--- config.mk ---
export PLATFORM = sky130hd
export DESIGN_NAME = ascb_setup_bank
export DESIGN_NICKNAME = d
export VERILOG_FILES = /design/src/core/ascb_setup_bank.v
export VERILOG_INCLUDE_DIRS = /design/src /design/src/core
export SDC_FILE = /design/constraint.sdc
export NUM_CORES = 1
export LEC_CHECK = 0
export BUFFER_PORTS_ARGS = -buffer_cell sky130_fd_sc_hd__buf_2
export CAP_MARGIN = 20
export CORE_MARGIN = 2
export CORE_UTILIZATION = 25
export CTS_BUF_LIST = sky130_fd_sc_hd__clkbuf_8
export DETAILED_ROUTE_END_ITERATION = 16
export HOLD_SLACK_MARGIN = 0.12
export MAX_ROUTING_LAYER = met4
export PLACE_DENSITY = 0.5
export SLEW_MARGIN = 30
export SYNTH_ARGS = -nofsm -noshare
export SYNTH_HDL_FRONTEND = slang
export SYNTH_SLANG_ARGS = --single-unit
--- constraint.sdc ---
create_clock -name clk -period 1.7 [get_ports clk]
set_input_delay 0.17 -clock clk [delete_from_list [all_inputs] [get_ports clk]]
set_output_delay 0.17 -clock clk [all_outputs]
set_load 0.01 [all_outputs]
--- src/core/ascb_consts.vh ---
`ifndef ASCB_CONSTS_VH
`define ASCB_CONSTS_VH

// Register indices; byte address is four times the index
`define ASCB_IDX_SETUP_CFG_0 8'h20
`define ASCB_IDX_SETUP_CFG_1 8'h21
`define ASCB_IDX_SETUP_CFG_2 8'h22
`define ASCB_IDX_SETUP_CFG_3 8'h23
// Read-only view of the coding and reference of the setup in use
`define ASCB_IDX_ACTIVE 8'h24

// Reset value of every setup register
`define ASCB_SETUP_RESET 16'h1020

// Field positions
`define ASCB_CODING_BIT 12
`define ASCB_REF_HI 5
`define ASCB_REF_LO 4
// Writable bits of a setup register
`define ASCB_SETUP_WMASK 16'h1030

// Reference source codes
`define ASCB_REF_EXT 2'h0
`define ASCB_REF_RSVD 2'h1
`define ASCB_REF_INT 2'h2
`define ASCB_REF_SUPPLY 2'h3

`endif

--- src/core/ascb_setup_bank.v ---
`timescale 1ns/1ps
// Contract
// Four independent 16-bit setup registers at indices 0x20 to 0x23.
// Reset loads 0x1020 into every setup register.
// Bit 12 selects coding: 0 unipolar, 1 offset binary.
// Coding applies only to conversions using that setup.
// Bits 5:4 select reference: 00 external, 10 internal, 11 supply.
// Software must also enable the internal reference in mode register.
// Code 11 routes the analog supply difference as reference.
// Reserved bits are read-only zero; software writes zeros there.
// Software should not write reference code 01.
`include "ascb_consts.vh"

module ascb_setup_bank
(
    // Clock and reset
    input wire clk,
    input wire rstn,
    // Avalon-MM slave
    input wire [9:0] avs_address,
    input wire avs_read,
    input wire avs_write,
    input wire [31:0] avs_writedata,
    input wire [3:0] avs_byteenable,
    output reg [31:0] avs_readdata,
    output wire avs_waitrequest,
    // Setup in use by the converter
    input wire [1:0] conv_setup,
    // Settings of the setup in use
    output reg coding_offset_binary,
    output reg [1:0] reference_source,
    output reg ref_use_external,
    output reg ref_use_internal,
    output reg ref_use_supply,
    output reg ref_code_invalid
);

    // Setup register contents
    wire [15:0] setup_q_0;
    wire [15:0] setup_q_1;
    wire [15:0] setup_q_2;
    wire [15:0] setup_q_3;
    // Per-setup fields
    wire coding_select_0;
    wire coding_select_1;
    wire coding_select_2;
    wire coding_select_3;
    wire [1:0] reference_source_0;
    wire [1:0] reference_source_1;
    wire [1:0] reference_source_2;
    wire [1:0] reference_source_3;
    // Bus side
    reg ack_ff;
    reg [31:0] nxt_rdata;
    reg [15:0] wbe;
    reg [3:0] wr_sel;
    wire [7:0] idx;
    wire req;
    wire hit;
    // Converter side
    reg nxt_coding;
    reg [1:0] nxt_ref;
    reg nxt_use_external;
    reg nxt_use_internal;
    reg nxt_use_supply;
    reg nxt_code_invalid;

    // One wait state on every access keeps read data a flop output
    assign idx = avs_address[9:2];
    assign req = avs_read | avs_write;
    assign avs_waitrequest = req & ~ack_ff;
    assign hit = (idx[7:2] == 6'h08);

    // Only lanes 0 and 1 carry register bits
    always @*
    begin
        wbe = {{8{avs_byteenable[1]}}, {8{avs_byteenable[0]}}};
    end

    // Writes land at the edge where waitrequest is low
    always @*
    begin
        wr_sel = 4'h0;
        if (avs_write && ack_ff && hit)
        begin
            wr_sel = 4'h1 << idx[1:0];
        end
    end

    always @(posedge clk)
    begin
        if (!rstn)
        begin
            ack_ff <= 1'b0;
        end
        else
        begin
            ack_ff <= req & ~ack_ff;
        end
    end

    ascb_setup_reg
    #(
        .RESET_VALUE(`ASCB_SETUP_RESET),
        .WRITE_MASK(`ASCB_SETUP_WMASK)
    )
    i_ascb_setup_reg_0
    (
        .clk(clk),
        .rstn(rstn),
        .wr_en(wr_sel[0]),
        .wr_data(avs_writedata[15:0]),
        .wr_lanes(wbe),
        .q(setup_q_0)
    );

    ascb_setup_reg
    #(
        .RESET_VALUE(`ASCB_SETUP_RESET),
        .WRITE_MASK(`ASCB_SETUP_WMASK)
    )
    i_ascb_setup_reg_1
    (
        .clk(clk),
        .rstn(rstn),
        .wr_en(wr_sel[1]),
        .wr_data(avs_writedata[15:0]),
        .wr_lanes(wbe),
        .q(setup_q_1)
    );

    ascb_setup_reg
    #(
        .RESET_VALUE(`ASCB_SETUP_RESET),
        .WRITE_MASK(`ASCB_SETUP_WMASK)
    )
    i_ascb_setup_reg_2
    (
        .clk(clk),
        .rstn(rstn),
        .wr_en(wr_sel[2]),
        .wr_data(avs_writedata[15:0]),
        .wr_lanes(wbe),
        .q(setup_q_2)
    );

    ascb_setup_reg
    #(
        .RESET_VALUE(`ASCB_SETUP_RESET),
        .WRITE_MASK(`ASCB_SETUP_WMASK)
    )
    i_ascb_setup_reg_3
    (
        .clk(clk),
        .rstn(rstn),
        .wr_en(wr_sel[3]),
        .wr_data(avs_writedata[15:0]),
        .wr_lanes(wbe),
        .q(setup_q_3)
    );

    // Field views of each setup
    assign coding_select_0 = setup_q_0[`ASCB_CODING_BIT];
    assign coding_select_1 = setup_q_1[`ASCB_CODING_BIT];
    assign coding_select_2 = setup_q_2[`ASCB_CODING_BIT];
    assign coding_select_3 = setup_q_3[`ASCB_CODING_BIT];
    assign reference_source_0 = setup_q_0[`ASCB_REF_HI:`ASCB_REF_LO];
    assign reference_source_1 = setup_q_1[`ASCB_REF_HI:`ASCB_REF_LO];
    assign reference_source_2 = setup_q_2[`ASCB_REF_HI:`ASCB_REF_LO];
    assign reference_source_3 = setup_q_3[`ASCB_REF_HI:`ASCB_REF_LO];

    // Unmapped indices read as zero, writes to them are ignored
    always @*
    begin
        case (idx)
            `ASCB_IDX_SETUP_CFG_0:
            begin
                nxt_rdata = {16'h0000, setup_q_0};
            end
            `ASCB_IDX_SETUP_CFG_1:
            begin
                nxt_rdata = {16'h0000, setup_q_1};
            end
            `ASCB_IDX_SETUP_CFG_2:
            begin
                nxt_rdata = {16'h0000, setup_q_2};
            end
            `ASCB_IDX_SETUP_CFG_3:
            begin
                nxt_rdata = {16'h0000, setup_q_3};
            end
            `ASCB_IDX_ACTIVE:
            begin
                nxt_rdata = {14'h0000, reference_source, 15'h0000,
                    coding_offset_binary};
            end
            default:
            begin
                nxt_rdata = 32'h0000_0000;
            end
        endcase
    end

    // Read data is captured in the wait cycle and stands until the next read
    always @(posedge clk)
    begin
        if (!rstn)
        begin
            avs_readdata <= 32'h0000_0000;
        end
        else if (avs_read && !ack_ff)
        begin
            avs_readdata <= nxt_rdata;
        end
    end

    // Only the setup in use steers the converter
    always @*
    begin
        case (conv_setup)
            2'h0:
            begin
                nxt_coding = coding_select_0;
                nxt_ref = reference_source_0;
            end
            2'h1:
            begin
                nxt_coding = coding_select_1;
                nxt_ref = reference_source_1;
            end
            2'h2:
            begin
                nxt_coding = coding_select_2;
                nxt_ref = reference_source_2;
            end
            default:
            begin
                nxt_coding = coding_select_3;
                nxt_ref = reference_source_3;
            end
        endcase
    end

    // One-hot routing of the selected reference
    always @*
    begin
        nxt_use_external = 1'b0;
        nxt_use_internal = 1'b0;
        nxt_use_supply = 1'b0;
        nxt_code_invalid = 1'b0;
        case (nxt_ref)
            `ASCB_REF_EXT:
            begin
                nxt_use_external = 1'b1;
            end
            `ASCB_REF_INT:
            begin
                // Internal reference itself is powered from the mode register
                nxt_use_internal = 1'b1;
            end
            `ASCB_REF_SUPPLY:
            begin
                nxt_use_supply = 1'b1;
            end
            default:
            begin
                // Code 01 is stored but routes nothing
                nxt_code_invalid = 1'b1;
            end
        endcase
    end

    always @(posedge clk)
    begin
        if (!rstn)
        begin
            coding_offset_binary <= 1'b1;
            reference_source <= `ASCB_REF_INT;
            ref_use_external <= 1'b0;
            ref_use_internal <= 1'b1;
            ref_use_supply <= 1'b0;
            ref_code_invalid <= 1'b0;
        end
        else
        begin
            coding_offset_binary <= nxt_coding;
            reference_source <= nxt_ref;
            ref_use_external <= nxt_use_external;
            ref_use_internal <= nxt_use_internal;
            ref_use_supply <= nxt_use_supply;
            ref_code_invalid <= nxt_code_invalid;
        end
    end

endmodule // ascb_setup_bank

// One setup register with per-lane writes and fixed reserved bits
module ascb_setup_reg
#(
    parameter WIDTH = 16,
    parameter RESET_VALUE = `ASCB_SETUP_RESET,
    parameter WRITE_MASK = `ASCB_SETUP_WMASK
)
(
    // Clock and reset
    input wire clk,
    input wire rstn,
    // Write port
    input wire wr_en,
    input wire [WIDTH-1:0] wr_data,
    input wire [WIDTH-1:0] wr_lanes,
    // Stored value
    output reg [WIDTH-1:0] q
);

    always @(posedge clk)
    begin
        if (!rstn)
        begin
            q <= RESET_VALUE;
        end
        else if (wr_en)
        begin
            // Reserved bits stay zero regardless of write data
            q <= (q & ~wr_lanes) | (wr_data & wr_lanes & WRITE_MASK);
        end
    end

endmodule // ascb_setup_reg

==> impl_metrics.py, run 1 <==
metrics = {
    "route": {
        "viasPerCell": 4.26,
        "detail-route-antenna-nets": 0,
        "drt_iter0_drc": 149,
        "wl_um": 7670,
        "num_vias": 2292,
        "first_pass_iters": 4,
        "wl_per_cell_um": 14.3,
        "drc": 0,
    },
    "global_routing": {
        "track_usage": 0.117,
        "antenna_found_initial": 1,
        "grt_pass1_wl_um": 12400,
        "gr-total-overflow": 0,
        "grt_pass1_vias": 2323,
        "grt_max_degree": 30,
    },
    "cells_and_area": {
        "drive_gt1_frac": 0.285,
        "areaGrowthSynthToFinish_pct": 20.3,
        "nets": 408,
        "fin_cells": 538,
    },
    "logic_synthesis": {
        "yosys.cell_types.count": 29,
        "synth_cells": 296,
        "synth_seq_cells": 90,
        "yosysWarnings": 0,
        "yosysSeqAreaShare": 0.526,
        "netlist_area_sq_um": 3420,
        "avgSynthCellArea_sq_um": 11.6,
    },
    "cts": {
        "cts_setup_buffers": 0,
        "tritoncts": "built",
        "clk_pin_slew_worst_paths_ns": 0.08,
        "cts_sinks": 90,
        "insertion_delay_ns": 0.36,
        "cts_max_level": 3,
        "cts.path.max_buffers": 2,
        "cts_made_buffers": 9,
        "root_buffer": "clkbuf_8",
    },
    "sta": {
        "finalSetupViolCount": 0,
        "maxSlewViolCount": 0,
        "max_freq_mhz": 665,
        "setup_slack_ns": 0.196,
        "rsz0062_at_grt": "no",
        "fin_tns_setup_ns": 0,
        "finalCriticalPeriod_ns": 1.50,
        "hold_viol_final": 0,
        "hold_ws_ns": 0.140,
        "fin_crit_sh": 0.885,
        "finClkSkew_ns": 0.00738,
    },
    "setup_path": {
        "worst-endpoint-required_ns": 1.95,
        "timing.rr.end": "i_ascb_setup_reg_0.q[13]",
        "crit_fanout": 13,
        "worst-r2r-cell-count": 3,
        "critPathLaunch": "avs_write",
        "r2r_start": "ack_ff",
        "start_kind": "input pin",
        "critPathCaptureType": "register",
        "reg2reg_slack_ns": 0.21,
        "critical_path_arrival_ns": 1.76,
        "crit_type": "input pin to register",
    },
    "floorplan": {
        "ios": 92,
        "die_w_um": 121,
        "die_area_sq_um": 14600,
        "rows": 42,
        "initial_utilization": 0.257,
        "chipHeight_um": 121,
        "core_sq_um": 13300,
    },
    "pwr": {
        "comb_power_share": 0.056,
        "peakVddDrop_uv": 325,
        "p_int_mw": 2.83,
        "p_sw_frac": 0.235,
        "power_frac_clock": 0.374,
        "seq_power_share": 0.571,
        "p_per_area_nw_per_um2": 898,
        "p_leak_nw": 1.76,
        "power.net_switching_mw": 0.868,
    },
    "placed_design": {
        "gp_congestion": 0.768,
        "hpwl_um": 5410,
        "dp.cells": 518,
        "pre_cts_ws_ns": 0.116,
        "port_buffers": 44,
    },
    "outcome": {
        "status": "finished clean",
    },
    "hold_path": {
        "hold_start": "avs_writedata[4]",
        "whs_path_depth": 3,
        "hold_class": "input pin to register",
    },
    "job": {
        "drv_cap": 0,
    },
}
[cells in the final DEF, fill, tap and decap left out, types with 14 or more instances in the layout]
master and n:
mux4_2 18, dfxtp_1 90, buf_2 44, and3_1 18, inv_1 19, and2_1 38, nor2_1 16, buf_4 17
conb_1 14, o2bb2ai_1 15
[through the flow]
step	total power, mW	util	area [sq um]
2_1_floorplan	2.29	-	3470
3_5_place_dp	2.36	0.291	3870
4_1_cts	3.75	0.308	4090
3_3_place_gp	2.36	0.291	3870
6_report	3.70	0.310	4120
5_1_grt	3.86	0.310	4120
[worst max path at each step]
stage	to	slack, ns	cells after the start
4_1_cts	i_ascb_setup_reg_0.q[13]	0.03	6
5_1_grt	i_ascb_setup_reg_0.q[13]	0.1	6
6_report	i_ascb_setup_reg_0.q[13]	0.20	6
3_3_place_gp	i_ascb_setup_reg_0.q[11]	0.1	3
3_5_place_dp	i_ascb_setup_reg_0.q[15]	0.12	3
2_1_floorplan	i_ascb_setup_reg_0.q[0]	0.35	4
[cell usage after synthesis, drive strengths merged]
master   number  area, sq um
nor4b         2         30.0
and3         18          113
dfxtp        90         1800
a32o          2         20.0
nand2b        3         18.8
and4bb        2         25.0
a41oi         5         51.3
nor2b         2         12.5
nand3b        2         15.0
buf          20          138
clkbuf        8         30.0
nand4         9         56.3
conb          1         3.75
nor2         16         60.1
mux2i        13          130
inv          18         67.6
o211ai        1         7.51
and2         38          238
and2b         1         7.51
nor3          1         5.00
o21ai         1         5.00
mux2          1         11.3
nand3         1         5.00
o2bb2ai      15          131
mux4         18          405
o22a          1         8.76
nand2         7         26.3
[what timing repair did]
item                                    4_1_cts  5_1_grt
hold buffers                                  3        0
hold endpoints to repair                      9        0
endpoints found under the setup margin        0       18
gates resized for setup                       0        3
[per-layer routing]
metal	part of all wire	wire length, um	vias to the layer above	global-route usage
li1	-	-	1134	-
met1	0.49	3750	1090	0.150
met2	0.44	3340	53	0.169
met3	0.048	371	15	0.0277
met4	0.027	206	0	0.0683
met5	0	0	-	-
[critical path, stage by stage]
cell	delay (ns)
dlygate4sd3_1	0.52
buf_2	0.12
nor4b_2	0.19
buf_4	0.24
a41oi_2	0.27
and2_1	0.25
[logic make-up after synthesis]
kind of cell / count (synthesis) / synth area share
flops: 90 / 0.526
simple gates: 102 / 0.179
mux: 32 / 0.160
other cells: 1 / 0.00110
compound gates: 25 / 0.0654
buf+inv: 46 / 0.0687
[power groups by stage]
stage          Sequential, mW  Combinational [mW]  Clock [mW]
2_1_floorplan            2.16               0.133           0
3_3_place_gp             2.16               0.196           0
3_5_place_dp             2.16               0.197           0
4_1_cts                  2.11               0.203        1.43
5_1_grt                  2.11               0.226        1.53
6_report                 2.11               0.205        1.38
[layout make-up]
| cell class | count | area [sq um] |
|---|---|---|
| clock buffers | 12 | 165 |
| fillers | 1354 | 9180 |
| multi-input cells | 173 | 1460 |
| inverters | 18 | 67.6 |
| diodes | 1 | 2.50 |
| well taps | 176 | 220 |
| flip-flops and latches | 90 | 1800 |
| repair buffers | 64 | 378 |
| clock inverters | 4 | 26.3 |
No activity file was read; power rests on OpenSTA's default activity.
==> run 2, diff against run 1 <==
--- a/config.mk
+++ b/config.mk
@@ -14,7 +14,7 @@
 export DETAILED_ROUTE_END_ITERATION = 16
 export HOLD_SLACK_MARGIN = 0.12
 export MAX_ROUTING_LAYER = met4
-export PLACE_DENSITY = 0.5
+export PLACE_DENSITY = 0.54
 export SLEW_MARGIN = 30
 export SYNTH_ARGS = -nofsm -noshare
 export SYNTH_HDL_FRONTEND = slang
==> impl_metrics.py, run 2 (synthesis results as in run 1) <==
metrics = {
    "route": {
        "drt_iter0_drc": 155,
        "drc": 0,
        "first_pass_iters": 5,
        "detail-route-antenna-nets": 0,
        "wl_per_cell_um": 14.3,
        "viasPerCell": 4.28,
        "num_vias": 2281,
        "wl_um": 7630,
    },
    "floorplan": {
        "die_w_um": 121,
        "ios": 92,
        "chipHeight_um": 121,
        "initial_utilization": 0.257,
        "core_sq_um": 13300,
        "rows": 42,
        "die_area_sq_um": 14600,
    },
    "cts": {
        "clk_pin_slew_worst_paths_ns": 0.08,
        "cts_sinks": 90,
        "tritoncts": "built",
        "cts_max_level": 3,
        "cts.path.max_buffers": 2,
        "root_buffer": "clkbuf_8",
        "insertion_delay_ns": 0.36,
        "cts_setup_buffers": 0,
        "cts_made_buffers": 9,
    },
    "cells_and_area": {
        "drive_gt1_frac": 0.270,
        "fin_cells": 533,
        "fillers": 1361,
        "nets": 404,
        "layout_commonest_cell": "dfxtp_1",
        "final_util": 0.308,
        "areaGrowthSynthToFinish_pct": 19.7,
        "layout_common_cells": "dfxtp_1, buf_2, and2_1",
    },
    "pwr": {
        "p_leak_nw": 1.77,
        "comb_power_share": 0.050,
        "p_int_mw": 3.05,
        "peakVddDrop_uv": 310,
        "p_per_area_nw_per_um2": 946,
        "p_sw_frac": 0.213,
        "power_frac_clock": 0.406,
        "seq_power_share": 0.544,
        "power.net_switching_mw": 0.825,
    },
    "global_routing": {
        "grt_max_degree": 29,
        "gr-total-overflow": 0,
        "antenna_found_initial": 1,
        "grt_pass1_vias": 2306,
        "grt_pass1_wl_um": 12300,
        "track_usage": 0.117,
    },
    "setup_path": {
        "crit_type": "register to register",
        "worst-endpoint-required_ns": 1.96,
        "crit_fanout": 13,
        "start_kind": "register",
        "r2r_start": "ack_ff",
        "critPathCaptureType": "register",
        "critical_path_arrival_ns": 1.80,
        "critPathLaunch": "ack_ff",
    },
    "sta": {
        "worst_pin_slew_ns": 0.637,
        "hold_viol_final": 0,
        "finClkSkew_ns": 0.00579,
        "fin_tns_setup_ns": 0,
        "finalSetupViolCount": 0,
        "finalCriticalPeriod_ns": 1.54,
        "rsz0062_at_grt": "no",
        "max_freq_mhz": 648,
        "fin_crit_sh": 0.907,
        "setup_slack_ns": 0.157,
        "hold_ws_ns": 0.146,
        "relSlewSlack": 0.570,
        "maxSlewViolCount": 0,
    },
    "placed_design": {
        "gp_congestion": 0.755,
        "pre_cts_ws_ns": 0.172,
        "port_buffers": 44,
        "hpwl_um": 5520,
        "dp.cells": 514,
    },
    "outcome": {
        "status": "finished clean",
    },
    "job": {
        "drv_cap": 0,
    },
    "hold_path": {
        "hold_start": "avs_writedata[4]",
        "hold_class": "input pin to register",
    },
}
==> run 2: stage by stage <==
step           cell area [sq um]  total power [mW]
6_report                    4100              3.88
5_1_grt                     4100              4.04
4_1_cts                     4100              3.92
3_5_place_dp                3840              2.35
3_3_place_gp                3840              2.35
2_1_floorplan               3470              2.29
==> run 2: worst paths after layout <==
path	to	slack (ns)	cells after the start
hold reg to reg	i_ascb_setup_reg_3.q[13]	0.46	1
setup / recovery	i_ascb_setup_reg_0.q[8]	0.16	3
hold / removal	register	0.15	3
setup reg to reg	i_ascb_setup_reg_0.q[8]	0.16	3
==> run 2: metal layers <==
metal | up-vias | share of wire | global-route usage
met5 | - | 0 | -
met4 | 0 | 0.020 | 0.0545
met3 | 9 | 0.052 | 0.0357
met2 | 65 | 0.45 | 0.173
met1 | 1085 | 0.47 | 0.147
li1 | 1122 | - | -
==> run 2: worst max-delay path, cell delays in order, from the launching register on <==
cell	delay, ns
dfxtp_1	0.38
and4bb_2	0.42
a41oi_1	0.36
and2_1	0.28
==> run 2: timing repair <==
action                                  in CTS  in global routing
gates resized for setup                      0                  0
endpoints found under the setup margin       0                  0
hold endpoints to repair                     6                  0
hold buffers                                 3                  0
==> run 2: area by class of cell <==
class / instances / area, sq um / share of cell area
flip-flops and latches: 90 / 1800 / 0.440
repair buffers: 60 / 348 / 0.0849
clock inverters: 1 / 30.0 / 0.00733
clock buffers: 14 / 193 / 0.0470
inverters: 18 / 67.6 / 0.0165
multi-input cells: 173 / 1440 / 0.350
well taps: 176 / 220 / 0.0537
diodes: 1 / 2.50 / 0.000611
==> run 2: power by group through the flow <==
| stage | combinational (mW) | clock [mW] | sequential, mW |
|---|---|---|---|
| floorplan | 0.133 | 0 | 2.16 |
| global placement | 0.187 | 0 | 2.16 |
| detailed placement | 0.189 | 0 | 2.16 |
| CTS | 0.194 | 1.62 | 2.11 |
| global route | 0.211 | 1.72 | 2.11 |
| finish | 0.192 | 1.57 | 2.11 |
